===== src/common/serial_port_defines.svh =====
`ifndef SERIAL_PORT_DEFINES_SVH
`define SERIAL_PORT_DEFINES_SVH

// register addresses on the plain register port
`define SERIAL_PORT_CONTROL_ADDR  8'h98
`define SERIAL_BUFFER_ADDR        8'h99

// reset values
`define SERIAL_PORT_CONTROL_RESET 8'h00
`define SERIAL_BUFFER_RESET       8'h00

// field positions in serial_port_control
`define MODE_SELECT_HIGH_POS      3'h7
`define MODE_SELECT_LOW_POS       3'h6
`define MULTIPROCESSOR_ENABLE_POS 3'h5
`define RX_ENABLE_POS             3'h4
`define TX_NINTH_BIT_POS          3'h3
`define RX_NINTH_BIT_POS          3'h2
`define TX_DONE_FLAG_POS          3'h1
`define RX_DONE_FLAG_POS          3'h0

// timing counts
`define OVERSAMPLE_LAST           4'hF
`define SAMPLE_POINT              4'h7
`define SHIFT_CLOCK_LAST          4'hB
`define SHIFT_CLOCK_RISE          4'h6
`define MODE2_DIV32_MASK          2'h1
`define MODE2_DIV64_MASK          2'h3
`define LAST_DATA_BIT             3'h7

`endif


===== src/common/serial_port_pkg.sv =====
package serial_port_pkg;

  typedef enum logic [1:0] {
    MODE_SHIFT       = 2'h0,
    MODE_UART8       = 2'h1,
    MODE_UART9_FIXED = 2'h2,
    MODE_UART9_VAR   = 2'h3
  } serial_mode_t;

  typedef enum logic [3:0] {
    TX_IDLE  = 4'h1,
    TX_START = 4'h2,
    TX_DATA  = 4'h4,
    TX_NINTH = 4'h8
  } tx_state_t;

  typedef enum logic [4:0] {
    RX_IDLE  = 5'h01,
    RX_START = 5'h02,
    RX_DATA  = 5'h04,
    RX_NINTH = 5'h08,
    RX_STOP  = 5'h10
  } rx_state_t;

  typedef enum logic [2:0] {
    M0_IDLE = 3'h1,
    M0_TX   = 3'h2,
    M0_RX   = 3'h4
  } m0_state_t;

endpackage


===== src/rtl/four_mode_serial_port.sv =====
`timescale 1ns/10ps
`include "serial_port_defines.svh"
module four_mode_serial_port
  import serial_port_pkg::*;
(
  // clock and reset
  input  wire logic       clock_in,
  input  wire logic       rstn_in,
  // register port
  input  wire logic [7:0] addr_in,
  input  wire logic [7:0] wdata_in,
  input  wire logic       wr_in,
  input  wire logic       rd_in,
  output logic      [7:0] rdata_out,
  // baud sources
  input  wire logic       timer1_ovf_in,
  input  wire logic       timer2_ovf_in,
  input  wire logic       rx_clock_select_in,
  input  wire logic       tx_clock_select_in,
  input  wire logic       div64_select_in,
  // serial line
  input  wire logic       rxd_in,
  output logic            rxd_out,
  output logic            rxd_oe_n_out,
  output logic            txd_out
);

  function automatic logic is_async(input serial_mode_t m);
    return m != MODE_SHIFT;
  endfunction

  function automatic logic has_ninth(input serial_mode_t m);
    return (m == MODE_UART9_FIXED) || (m == MODE_UART9_VAR);
  endfunction

  logic [7:0]   serial_port_control;
  logic [7:0]   rx_buffer;
  serial_mode_t mode;
  logic         mpe;
  logic         rx_enable;
  logic         rx_done;
  logic         wr_buf;
  logic         wr_ctrl;
  logic         rd_buf;
  logic         rd_ctrl;

  assign mode      = serial_mode_t'(
                       {serial_port_control[`MODE_SELECT_HIGH_POS],
                        serial_port_control[`MODE_SELECT_LOW_POS]});
  assign mpe       = serial_port_control[`MULTIPROCESSOR_ENABLE_POS];
  assign rx_enable = serial_port_control[`RX_ENABLE_POS];
  assign rx_done   = serial_port_control[`RX_DONE_FLAG_POS];
  assign wr_buf    = wr_in && (addr_in == `SERIAL_BUFFER_ADDR);
  assign wr_ctrl   = wr_in && (addr_in == `SERIAL_PORT_CONTROL_ADDR);
  assign rd_buf    = rd_in && (addr_in == `SERIAL_BUFFER_ADDR);
  assign rd_ctrl   = rd_in && (addr_in == `SERIAL_PORT_CONTROL_ADDR);

  // rxd synchroniser; rxd_prev only feeds the start edge detector
  logic rxd_meta;
  logic rxd_sync;
  logic rxd_prev;

  always_ff @(posedge clock_in or negedge rstn_in) begin
    if (!rstn_in) begin
      rxd_meta <= 1'b1;
      rxd_sync <= 1'b1;
      rxd_prev <= 1'b1;
    end else begin
      rxd_meta <= rxd_in;
      rxd_sync <= rxd_meta;
      rxd_prev <= rxd_sync;
    end
  end

  // baud ticks at sixteen per bit time
  logic [1:0] fixed_cnt;
  logic [1:0] fixed_mask;
  logic       fixed_tick;
  logic       tx_tick;
  logic       rx_tick;

  always_ff @(posedge clock_in or negedge rstn_in) begin
    if (!rstn_in) begin
      fixed_cnt <= 2'h0;
    end else begin
      fixed_cnt <= fixed_cnt + 2'h1;
    end
  end

  assign fixed_mask = div64_select_in ? `MODE2_DIV64_MASK
                                      : `MODE2_DIV32_MASK;
  assign fixed_tick = (fixed_cnt & fixed_mask) == fixed_mask;
  // overflow pulses are the 16x tick, so baud is overflow rate / 16
  assign tx_tick = (mode == MODE_UART9_FIXED) ? fixed_tick
                 : (tx_clock_select_in ? timer2_ovf_in
                                       : timer1_ovf_in);
  assign rx_tick = (mode == MODE_UART9_FIXED) ? fixed_tick
                 : (rx_clock_select_in ? timer2_ovf_in
                                       : timer1_ovf_in);

  // asynchronous transmitter
  tx_state_t tx_state;
  logic [3:0] tx_phase;
  logic [2:0] tx_bit;
  logic [7:0] tx_shift;
  logic       tx_stop;
  logic       tx_bit_end;
  logic       tx_ti_set;
  logic       tx_line;

  assign tx_bit_end = tx_tick && (tx_phase == `OVERSAMPLE_LAST);

  always_ff @(posedge clock_in or negedge rstn_in) begin
    if (!rstn_in) begin
      tx_state <= TX_IDLE;
      tx_phase <= 4'h0;
      tx_bit   <= 3'h0;
      tx_shift <= 8'h00;
      tx_stop  <= 1'b0;
    end else if (wr_buf && is_async(mode)) begin
      tx_state <= TX_START;
      tx_phase <= 4'h0;
      tx_bit   <= 3'h0;
      tx_shift <= wdata_in;
      tx_stop  <= 1'b0;
    end else if (!is_async(mode)) begin
      tx_state <= TX_IDLE;
      tx_stop  <= 1'b0;
    end else begin
      if (tx_tick) begin
        tx_phase <= tx_phase + 4'h1;
      end
      if (tx_bit_end) begin
        case (tx_state)
          TX_START: begin
            tx_state <= TX_DATA;
          end
          TX_DATA: begin
            tx_shift <= {1'b0, tx_shift[7:1]};
            tx_bit   <= tx_bit + 3'h1;
            if (tx_bit == `LAST_DATA_BIT) begin
              if (has_ninth(mode)) begin
                tx_state <= TX_NINTH;
              end else begin
                tx_state <= TX_IDLE;
                tx_stop  <= 1'b1;
              end
            end
          end
          TX_NINTH: begin
            tx_state <= TX_IDLE;
            tx_stop  <= 1'b1;
          end
          default: begin
            tx_state <= TX_IDLE;
            tx_stop  <= 1'b0;
          end
        endcase
        // the stop bit is the idle level; its time ends here
        if (tx_state == TX_IDLE) begin
          tx_stop <= 1'b0;
        end
      end
    end
  end

  assign tx_ti_set = tx_bit_end &&
                     ((tx_state == TX_NINTH) ||
                      ((tx_state == TX_DATA) &&
                       (tx_bit == `LAST_DATA_BIT) &&
                       !has_ninth(mode)));

  always_comb begin
    case (tx_state)
      TX_START: tx_line = 1'b0;
      TX_DATA:  tx_line = tx_shift[0];
      TX_NINTH: tx_line = serial_port_control[`TX_NINTH_BIT_POS];
      default:  tx_line = 1'b1;
    endcase
  end

  // asynchronous receiver, acts once per bit at the sample point
  rx_state_t rx_state;
  logic [3:0] rx_phase;
  logic [2:0] rx_bit;
  logic [7:0] rx_shift;
  logic       rx_ninth_cap;
  logic       rx_mid;
  logic       start_edge;
  logic       rx_finish;
  logic       async_accept;
  logic       rb8_value;

  assign rx_mid     = rx_tick && (rx_phase == `SAMPLE_POINT);
  assign start_edge = rx_enable && is_async(mode) &&
                      rxd_prev && !rxd_sync;

  always_ff @(posedge clock_in or negedge rstn_in) begin
    if (!rstn_in) begin
      rx_state     <= RX_IDLE;
      rx_phase     <= 4'h0;
      rx_bit       <= 3'h0;
      rx_shift     <= 8'h00;
      rx_ninth_cap <= 1'b0;
    end else if (!is_async(mode)) begin
      rx_state <= RX_IDLE;
    end else if (rx_state == RX_IDLE) begin
      if (start_edge) begin
        rx_state <= RX_START;
        rx_phase <= 4'h0;
        rx_bit   <= 3'h0;
      end
    end else begin
      if (rx_tick) begin
        rx_phase <= rx_phase + 4'h1;
      end
      if (rx_mid) begin
        case (rx_state)
          RX_START: begin
            // a high level at mid start bit was a glitch
            rx_state <= rxd_sync ? RX_IDLE : RX_DATA;
          end
          RX_DATA: begin
            rx_shift <= {rxd_sync, rx_shift[7:1]};
            rx_bit   <= rx_bit + 3'h1;
            if (rx_bit == `LAST_DATA_BIT) begin
              rx_state <= has_ninth(mode) ? RX_NINTH : RX_STOP;
            end
          end
          RX_NINTH: begin
            rx_ninth_cap <= rxd_sync;
            rx_state     <= RX_STOP;
          end
          default: begin
            rx_state <= RX_IDLE;
          end
        endcase
      end
    end
  end

  // ends at mid stop so the next start edge is already watched for
  assign rx_finish    = rx_mid && (rx_state == RX_STOP);
  assign rb8_value    = has_ninth(mode) ? rx_ninth_cap : rxd_sync;
  assign async_accept = rx_finish && !rx_done &&
                        (!mpe || rb8_value);

  // mode 0 shift engine, one shift register for both directions
  m0_state_t m0_state;
  logic [3:0] m0_cnt;
  logic [2:0] m0_bit;
  logic [7:0] m0_shift;
  logic       m0_last;
  logic       m0_tx_done;
  logic       m0_rx_done;

  assign m0_last = m0_cnt == `SHIFT_CLOCK_LAST;

  always_ff @(posedge clock_in or negedge rstn_in) begin
    if (!rstn_in) begin
      m0_state <= M0_IDLE;
      m0_cnt   <= 4'h0;
      m0_bit   <= 3'h0;
      m0_shift <= 8'h00;
    end else if (wr_buf && (mode == MODE_SHIFT)) begin
      m0_state <= M0_TX;
      m0_cnt   <= 4'h0;
      m0_bit   <= 3'h0;
      m0_shift <= wdata_in;
    end else if (mode != MODE_SHIFT) begin
      m0_state <= M0_IDLE;
    end else begin
      case (m0_state)
        M0_IDLE: begin
          if (rx_enable && !rx_done) begin
            m0_state <= M0_RX;
            m0_cnt   <= 4'h0;
            m0_bit   <= 3'h0;
          end
        end
        M0_TX, M0_RX: begin
          m0_cnt <= m0_last ? 4'h0 : m0_cnt + 4'h1;
          if ((m0_state == M0_RX) && (m0_cnt == `SHIFT_CLOCK_RISE)) begin
            m0_shift <= {rxd_sync, m0_shift[7:1]};
          end
          if (m0_last) begin
            if (m0_state == M0_TX) begin
              m0_shift <= {1'b0, m0_shift[7:1]};
            end
            m0_bit <= m0_bit + 3'h1;
            if (m0_bit == `LAST_DATA_BIT) begin
              m0_state <= M0_IDLE;
            end
          end
        end
        default: begin
          m0_state <= M0_IDLE;
        end
      endcase
    end
  end

  assign m0_tx_done = (m0_state == M0_TX) && m0_last &&
                      (m0_bit == `LAST_DATA_BIT) && !wr_buf;
  assign m0_rx_done = (m0_state == M0_RX) && m0_last &&
                      (m0_bit == `LAST_DATA_BIT) && !wr_buf;

  // receive buffer, separate from the transmit path
  always_ff @(posedge clock_in or negedge rstn_in) begin
    if (!rstn_in) begin
      rx_buffer <= `SERIAL_BUFFER_RESET;
    end else if (async_accept) begin
      rx_buffer <= rx_shift;
    end else if (m0_rx_done) begin
      rx_buffer <= m0_shift;
    end
  end

  // control register; hardware sets land after the write so they win
  always_ff @(posedge clock_in or negedge rstn_in) begin
    if (!rstn_in) begin
      serial_port_control <= `SERIAL_PORT_CONTROL_RESET;
    end else begin
      if (wr_ctrl) begin
        serial_port_control <= wdata_in;
      end
      if (tx_ti_set || m0_tx_done) begin
        serial_port_control[`TX_DONE_FLAG_POS] <= 1'b1;
      end
      if (async_accept) begin
        serial_port_control[`RX_NINTH_BIT_POS] <= rb8_value;
        serial_port_control[`RX_DONE_FLAG_POS] <= 1'b1;
      end
      if (m0_rx_done) begin
        serial_port_control[`RX_DONE_FLAG_POS] <= 1'b1;
      end
    end
  end

  // pins; shift clock low for the first half of each mode 0 bit
  always_ff @(posedge clock_in or negedge rstn_in) begin
    if (!rstn_in) begin
      txd_out      <= 1'b1;
      rxd_out      <= 1'b1;
      rxd_oe_n_out <= 1'b1;
    end else if (mode == MODE_SHIFT) begin
      txd_out      <= (m0_state == M0_IDLE) ||
                      (m0_cnt >= `SHIFT_CLOCK_RISE);
      rxd_out      <= (m0_state == M0_TX) ? m0_shift[0] : 1'b1;
      rxd_oe_n_out <= m0_state != M0_TX;
    end else begin
      txd_out      <= tx_line;
      rxd_out      <= 1'b1;
      rxd_oe_n_out <= 1'b1;
    end
  end

  // read data stands for one cycle only; unmapped reads return zero
  always_ff @(posedge clock_in or negedge rstn_in) begin
    if (!rstn_in) begin
      rdata_out <= 8'h00;
    end else if (rd_buf) begin
      rdata_out <= rx_buffer;
    end else if (rd_ctrl) begin
      rdata_out <= serial_port_control;
    end else begin
      rdata_out <= 8'h00;
    end
  end

  a_write_starts_tx: assert property (
    @(posedge clock_in) disable iff (!rstn_in)
    (wr_buf && is_async(mode)) |=> (tx_state == TX_START) ##1 !txd_out)
    else $error("buffer write did not start an async frame");

  a_ti_at_stop: assert property (
    @(posedge clock_in) disable iff (!rstn_in)
    $rose(tx_stop) |-> serial_port_control[`TX_DONE_FLAG_POS]
                       ##1 txd_out)
    else $error("tx done flag not set at start of stop bit");

  a_no_rx_disabled: assert property (
    @(posedge clock_in) disable iff (!rstn_in)
    (rx_state == RX_IDLE && !rx_enable && !wr_ctrl) |=>
      (rx_state == RX_IDLE))
    else $error("reception started while disabled");

  a_mode0_drives_rxd: assert property (
    @(posedge clock_in) disable iff (!rstn_in)
    (mode == MODE_SHIFT && m0_state == M0_TX && !wr_ctrl) |=>
      (!rxd_oe_n_out && rxd_out == $past(m0_shift[0])))
    else $error("mode 0 transmit does not drive rxd");

  a_mpc_filter: assert property (
    @(posedge clock_in) disable iff (!rstn_in)
    (rx_finish && has_ninth(mode) && mpe && !rx_ninth_cap &&
     !rx_done && !wr_ctrl) |=> !serial_port_control[`RX_DONE_FLAG_POS])
    else $error("frame with ninth bit 0 set rx done flag");

  a_read_buffer: assert property (
    @(posedge clock_in) disable iff (!rstn_in)
    rd_buf |=> (rdata_out == $past(rx_buffer)) ##1
      (rdata_out == 8'h00 || $past(rd_in)))
    else $error("buffer read returned wrong data or held it");

  a_rx_set_wins: assert property (
    @(posedge clock_in) disable iff (!rstn_in)
    (async_accept || m0_rx_done) |=>
      serial_port_control[`RX_DONE_FLAG_POS])
    else $error("rx done flag lost against a clear");

  a_mode0_rx_start: assert property (
    @(posedge clock_in) disable iff (!rstn_in)
    (mode == MODE_SHIFT && m0_state == M0_IDLE && rx_enable &&
     !rx_done && !wr_in) ##1 !wr_in |-> (m0_state == M0_RX) [*2])
    else $error("mode 0 reception did not start");

  a_stop_to_rb8: assert property (
    @(posedge clock_in) disable iff (!rstn_in)
    (async_accept && mode == MODE_UART8) |=>
      (serial_port_control[`RX_NINTH_BIT_POS] == $past(rxd_sync)))
    else $error("stop bit not captured in mode 1");

endmodule


===== config.mk =====
export PLATFORM = sky130hd
export DESIGN_NAME = four_mode_serial_port
export DESIGN_NICKNAME = d
export VERILOG_FILES = /design/src/common/serial_port_pkg.sv /design/src/rtl/four_mode_serial_port.sv
export VERILOG_INCLUDE_DIRS = /design/src /design/src/common
export SDC_FILE = /design/constraint.sdc
export NUM_CORES = 1
export LEC_CHECK = 0
export BUFFER_PORTS_ARGS = -buffer_cell sky130_fd_sc_hd__buf_2
export CAP_MARGIN = 20
export CORE_ASPECT_RATIO = 2
export CORE_MARGIN = 2
export CORE_UTILIZATION = 56
export CTS_BUF_LIST = sky130_fd_sc_hd__clkbuf_4 sky130_fd_sc_hd__clkbuf_8 sky130_fd_sc_hd__clkbuf_16
export DETAILED_ROUTE_END_ITERATION = 10
export HOLD_SLACK_MARGIN = 0.12
export PLACE_DENSITY = 0.79
export SYNTH_ARGS = -nofsm -noshare
export SYNTH_HDL_FRONTEND = slang
export SYNTH_SLANG_ARGS = --single-unit

===== constraint.sdc =====
create_clock -name clock_in -period 2.5 [get_ports clock_in]
set_input_delay 0.25 -clock clock_in [delete_from_list [all_inputs] [get_ports clock_in]]
set_output_delay 0.25 -clock clock_in [all_outputs]
set_load 0.05 [all_outputs]

==> summary.md, run 1 <==
| Metric | Value |
|---|---|
| DRC Markers | 0 |
| Main synth FF type | dfrtp_1 |
| Worst-Margin Slew | between 600 and 700 ps |
| Port-buffer cells | 36 |
| R2R Path End | rx_buffer[1]$_DFFE_PN0P_ |
| CTS max path bufs | 2 |
| Die area | 8912 um^2 |
| Ratio of cells with drive above 1 in the final layout | 0.2495 |
| Core Footprint | 7885 um^2 |
| Synthesis-to-finish area growth | 13.71% |
| WL/cell | roughly 18 um |
| Initial core utilization | 0.5774 |
| Asr flop ratio synth | 1.000 |
| Clk slew on worst S/H paths | about 60 ps |
| Worst min path class | in2reg |
| Initial antenna violation count | 0 |
| Drt pass-1 iters | 4 |
| ANT nets after route | 0 |
| Clock Skew | between 6 and 7 ps |
| Period utilisation layout | 0.9525 |
| Nets | 488 |
| Skew-Pair Late Insertion Delay | between 300 and 400 ps |
| Reg area | between 2000 and 2500 um^2 |
| Crit. End Element | flip-flop |
| Fin. max-slew vios | 0 |
| Post-synth EDFFs | 0 |
| Min-delay src | wdata_in[5] |
| Routed WL | around 10000 um |
| Seq/Total Area, Yosys | 0.4971 |
| Critical Path Most Common Cell | mux2_4 |
| WHS Endpoint | m0_shift[5]$_DFFE_PN0P_ |
| Fin. Hold Viols | 0 |
| Post-Synthesis Cells | 408 |
| Vias | around 3300 |
| Power Density | between 600 and 700 nW/um^2 |
| Syn Nets | around 440 |
| Max_cap viols | 0 |
| Vias/cell | 6.045 |
| # clock sinks | 90 |
| Yosys cell types | 60 |
| # diodes | 0 |
| Post-CTS sizing | 0 |
| Critical path arrival | between 2000 and 3000 ps |
| CP Cell Sequence | ha_1, and3b_1, nand2_1, or3_1, mux2_4, mux2_4 |
| Vias in the first global route | roughly 3600 |
| Max stage delay cell, worst path | or3_1 |
| Die Wd | 67.76 um |
| Syn. warnings | 0 |
| Fillers | ~630 |
| Hold path cells | 3 |
| Share of the synthesized area in the top cell type | 0.4452 |
| Starting DRT DRC Count | 143 |
| Crit path kind | reg2reg |
| Largest stage delay on the critical path | 600 ps |
| Max IR drop VDD | 0.0004831 V |
| Outcome | finished, final reports clean |
| Slew headroom | 0.5329 |
| Reg2Reg Setup Slack | 120 ps |
| Rows | 46 |
| CP Max Fanout | 9 |
| Setup_tns | 0 ps |
| Die Y | 131.5 um |
| CP Launch Type | flip-flop |
| Root Buffer | clkbuf_16 |
| Clock buffer count from CTS | 9 |
| Syn avg cell area | 11.16 um^2 |
| Pin count of the biggest net entering global routing | 50 |
| First-pass GRT wire length | approximately 17000 um |
| Final setup viols | 0 |
| TritonCTS clock tree | yes |
| Final Wtd Congestion | a little under 0.9 |
| Total global routing overflow | 0 |
| Final core utilization | 0.6566 |
| FF+latch count, synth | 90 |
| Htree depth | 3 |
| GRT Total Usage | 0.2463 |
| Fmax | about 0.42 GHz |
| Start of the worst register-to-register path | m0_cnt[1]$_DFFE_PN0P_ |
| Mapped Area | about 4600 um^2 |
| Static leakage | between 0.002 and 0.003 uW |
| Area of the multi-input gates | ~2200 um^2 |
| Num ports | 37 |
| RSZ-0062 raised after global routing | false |
| Post-DP HPWL | approximately 7300 um |
| Min Tclk post-route | between 2000 and 2500 ps |
| Main area contributors after synthesis | dfrtp_1, mux2_4, mux2i_1 |
| R2R depth | 6 |
| Worst Path Required | approximately 2700 ps |
| Synth area leader | dfrtp_1 |
## through the flow
stage	worst slack (ps)	instance area (um^2)	hold WS, ps	instances	power (uW)
2_1_floorplan	465.9	4553	-45.59	408	1730
3_3_place_gp	258.2	4856	306.8	535	1833
3_5_place_dp	169.7	4856	309.5	535	1854
4_1_cts	114.3	5177	158.7	553	3212
5_1_grt	13.94	5177	189.5	553	3306
6_report	118.6	5177	168.0	553	3183
## layout by cell type, fill, tap and decap left out, types with 7 or more instances in the layout
cell type,n
buf_4,11
mux2_4,23
mux2i_1,33
buf_2,35
nand2_1,34
inv_1,9
dfstp_2,9
mux2_2,9
nand3_1,9
dfrtp_1,81
nor3_1,7
a21oi_1,21
clkbuf_16,9
o21ai_0,22
nor2_1,39
ha_1,10
## layer usage
| layer | part of all wire | vias up | track usage |
|---|---|---|---|
| met1 | 0.37 | 1654 | 0.2668 |
| met3 | 0.030 | 30 | 0.04709 |
| met2 | 0.56 | 87 | 0.4183 |
| li1 | - | 1572 | - |
| met4 | 0.045 | 0 | 0.1542 |
| met5 | 0 | - | 0 |
## area by class of cell
| cell class | count | share of cell area |
|---|---|---|
| flip-flops and latches | 90 | 0.4372 |
| multi-input cells | 293 | 0.4174 |
| repair buffers | 49 | 0.05752 |
| clock buffers | 13 | 0.05051 |
| well taps | 96 | 0.02320 |
| clock inverters | 3 | 0.007733 |
| inverters | 9 | 0.006525 |
## flip-flops by register name, indices dropped and copies added (netlist names), 3 cells and up
name	cells
rx_state	5
serial_port_control	8
tx_shift	8
rx_phase	4
tx_phase	4
tx_bit	3
m0_cnt	4
rdata_out	8
rx_bit	3
tx_state	4
rx_buffer	8
m0_bit	3
m0_shift	8
rx_shift	8
m0_state	3
## worst max-delay path: cells and delay by family, from the launching register on
family	cells	cell delay, ps
fa+ha+maj	1	200
flops	1	410
mux	2	640
simple gates	3	1000
## power by group
part	switching (uW)	leakage [uW]	internal, uW
logic	161	0.00122	105
registers	55.9	0.00115	1520
clock network	513	0.000154	832
## synthesized netlist by cell type (3+ instances only)
cell type / count
mux2i_1: 33
dfstp_2: 9
nor3b_1: 3
ha_1: 10
buf_2: 4
mux2_4: 23
nand3b_1: 5
nor4_1: 3
a21oi_1: 21
mux2_2: 9
dfrtp_1: 81
nor2_1: 39
o2111ai_1: 3
inv_1: 9
nor2b_1: 6
o22ai_1: 5
nand4_1: 4
nor3_1: 7
buf_6: 3
nand3_1: 9
a22o_1: 3
o21ai_0: 22
nor4bb_1: 3
nand2_1: 34
or3_1: 6
xnor2_1: 4
clkbuf_1: 7
## worst max-delay path by stage
stage / slack [ps] / endpoint / startpoint
global placement: 260 / rx_buffer[6]$_DFFE_PN0P_ / m0_cnt[1]$_DFFE_PN0P_
detailed placement: 170 / rx_buffer[6]$_DFFE_PN0P_ / m0_cnt[1]$_DFFE_PN0P_
floorplan: 470 / rx_buffer[0]$_DFFE_PN0P_ / m0_cnt[1]$_DFFE_PN0P_
finish: 120 / rx_buffer[1]$_DFFE_PN0P_ / m0_cnt[1]$_DFFE_PN0P_
CTS: 110 / rx_buffer[1]$_DFFE_PN0P_ / m0_cnt[1]$_DFFE_PN0P_
global route: 10 / rx_buffer[5]$_DFFE_PN0P_ / m0_cnt[1]$_DFFE_PN0P_
## logic make-up after synthesis
group / after synthesis / share of synthesized area
adder cells (fa/ha/maj): 10 / 0.02748
buffers and inverters: 25 / 0.02830
flip-flops: 90 / 0.4971
AND/OR/NAND/NOR: 138 / 0.1602
AO/OA/AOI/OAI: 74 / 0.1047
multiplexers: 65 / 0.1707
XOR/XNOR: 6 / 0.01154
## what timing repair did
item / in CTS / in global routing
hold endpoints to repair: 41 / 0
hold buffers: 2 / 0
setup endpoints to repair: 0 / 0
buffers inserted: 0 / 0
No activity file was read; power rests on OpenSTA's default activity.
==> run 2, diff against run 1 <==
CORE_ASPECT_RATIO = 1.75   (was 2)
==> run 2 against run 1 <==
Compared with the run above: clock-buffer cell count increased by 1; sequential share of layout area is 0.21 points higher; critical path type unchanged; maximum frequency grew 0.48%; highest routed layer unchanged; sequential power hardly changed; utilization shrank 0.51 points; worst hold slack got worse by 3.9 ps; clock power barely moved.
==> summary.md, run 2 (synthesis gave the netlist of run 1 again) <==
| Metric | Value |
|---|---|
| Outcome | finished, final reports clean |
| Fin. max-slew vios | 0 |
| Initial antenna violation count | 0 |
| Total global routing overflow | 0 |
| Crit-path leading delay family | simple AND/OR/NAND/NOR gates |
| Crit. End Element | flip-flop |
| Worst path bufs/invs | 0 |
| Reg area | 2263 um^2 |
| First-pass GRT wire length | roughly 17000 um |
| Fmax | about 0.42 GHz |
| # clock sinks | 90 |
| Worst min path class | in2reg |
| Largest stage delay on the critical path | around 610 ps |
| Htree depth | 3 |
| Fin Hold WS | ~160 ps |
| DRC Markers | 0 |
| Fillers | between 600 and 700 |
| Die area | slightly below 9000 um^2 |
| Leading cell type in the layout, fill and taps excluded | dfrtp_1 |
| Core Footprint | between 7000 and 8000 um^2 |
| CP Launch Type | flip-flop |
| Nets | just under 500 |
| Max_cap viols | 0 |
| GRT Total Usage | 0.2500 |
| Skew-Pair Late Insertion Delay | approximately 340 ps |
| Max IR drop VDD | between 0.0004 and 0.0005 V |
| Die Y | 123.3 um |
| R2R Path End | rx_buffer[2]$_DFFE_PN0P_ |
| TritonCTS clock tree | yes |
| WL/cell | roughly 18 um |
| Vias/cell | roughly 6.0 |
| # diodes | 0 |
| CP Max Fanout | 9 |
| R2R depth | 6 |
| Final WS setup | approximately 130 ps |
| Critical path arrival | ~2600 ps |
| Rows | between 40 and 50 |
| Drt pass-1 iters | 4 |
| Most frequent cells in the layout | dfrtp_1, nor2_1, buf_2 |
| Hold path cells | 3 |
| Ratio of cells with drive above 1 in the final layout | 0.2445 |
| Start of the worst register-to-register path | m0_cnt[1]$_DFFE_PN0P_ |
| Vias | around 3300 |
| Final Wtd Congestion | about 0.9 |
| Routed WL | roughly 9800 um |
| CTS max path bufs | 2 |
| Clock Skew | around 4.9 ps |
| CP Cell Sequence | ha_1, and3b_1, nand2_1, or3_1, mux2_4, mux2_4 |
| Area of the multi-input gates | about 2200 um^2 |
| Slew headroom | 0.5462 |
| RSZ-0062 raised after global routing | false |
| Num ports | 37 |
| Period utilisation layout | 0.9480 |
| Worst-Margin Slew | 670.1 ps |
| Clock buffer count from CTS | 9 |
| Max stage delay cell, worst path | or3_1 |
| Initial core utilization | 0.5757 |
| Critical Path Most Common Cell | mux2_4 |
| Static leakage | between 0.002 and 0.003 uW |
| Worst Path Required | ~2700 ps |
| Placement-stage cell area | ~4800 um^2 |
| Fin. Hold Viols | 0 |
| Post-DP HPWL | just over 7000 um |
| Port-buffer cells | 36 |
| Synthesis-to-finish area growth | 13.16% |
| Final setup viols | 0 |
| Vias in the first global route | 3447 |
| Die Wd | 72.16 um |
| Final core utilization | 0.6515 |
| Starting DRT DRC Count | 301 |
| WHS Endpoint | m0_shift[3]$_DFFE_PN0P_ |
| Clk slew on worst S/H paths | 60 ps |
| Min-delay src | wdata_in[3] |
| Post-CTS sizing | 0 |
| Power Density | 618.2 nW/um^2 |
| Pin count of the biggest net entering global routing | 48 |
| Reg2Reg Setup Slack | 130 ps |
| Crit path kind | reg2reg |
| Root Buffer | clkbuf_16 |
| Final Cell Area | around 5000 um^2 |
| ANT nets after route | 0 |
| Setup_tns | 0 ps |
| CTS Hold Bufs | 2 |
| Setup bufs post-CTS | 0 |
| Dpl ws | 172.9 ps |
| Min Tclk post-route | 2370 ps |
-- run 2: where the power goes --
part           switching (uW)  total (uW)  internal [uW]
sequential               57.1        1580           1520
clock                     520        1360            841
combinational             148         249            100
-- run 2: worst max-delay path by stage --
stage,startpoint,end,cells after the start
after floorplan,m0_cnt[1]$_DFFE_PN0P_,rx_buffer[0]$_DFFE_PN0P_,7
after global placement,m0_cnt[1]$_DFFE_PN0P_,rx_buffer[1]$_DFFE_PN0P_,6
after detailed placement,m0_cnt[1]$_DFFE_PN0P_,rx_buffer[2]$_DFFE_PN0P_,6
after CTS,m0_cnt[1]$_DFFE_PN0P_,rx_buffer[2]$_DFFE_PN0P_,6
after global routing,m0_cnt[1]$_DFFE_PN0P_,rx_buffer[1]$_DFFE_PN0P_,6
final,m0_cnt[1]$_DFFE_PN0P_,rx_buffer[2]$_DFFE_PN0P_,6
-- run 2: worst reg2reg max path, stage by stage (launching register included) --
cell and delay [ps]:
dfrtp_1 420, ha_1 210, and3b_1 240, nand2_1 140
or3_1 610, mux2_4 390, mux2_4 260
-- run 2: layer usage --
| layer | routed length (um) | track usage |
|---|---|---|
| met3 | 331 | 0.05949 |
| met2 | 5402 | 0.4352 |
| met4 | 245 | 0.1226 |
| met1 | 3855 | 0.2822 |
| met5 | 0 | 0 |
-- run 2: final cells by class --
class / instances / share of cell area
timing repair buffer: 47 / 0.05488
sequential: 90 / 0.4393
clock inverter: 1 / 0.005828
tap: 90 / 0.02186
multi-input combinational: 293 / 0.4194
clock buffer: 14 / 0.05221
inverter: 9 / 0.006557
-- run 2: metrics by stage --
stage	cells	total power [uW]
floorplan	408	1730
global placement	527	1832
detailed placement	527	1848
CTS	544	3212
global route	544	3310
finish	544	3185
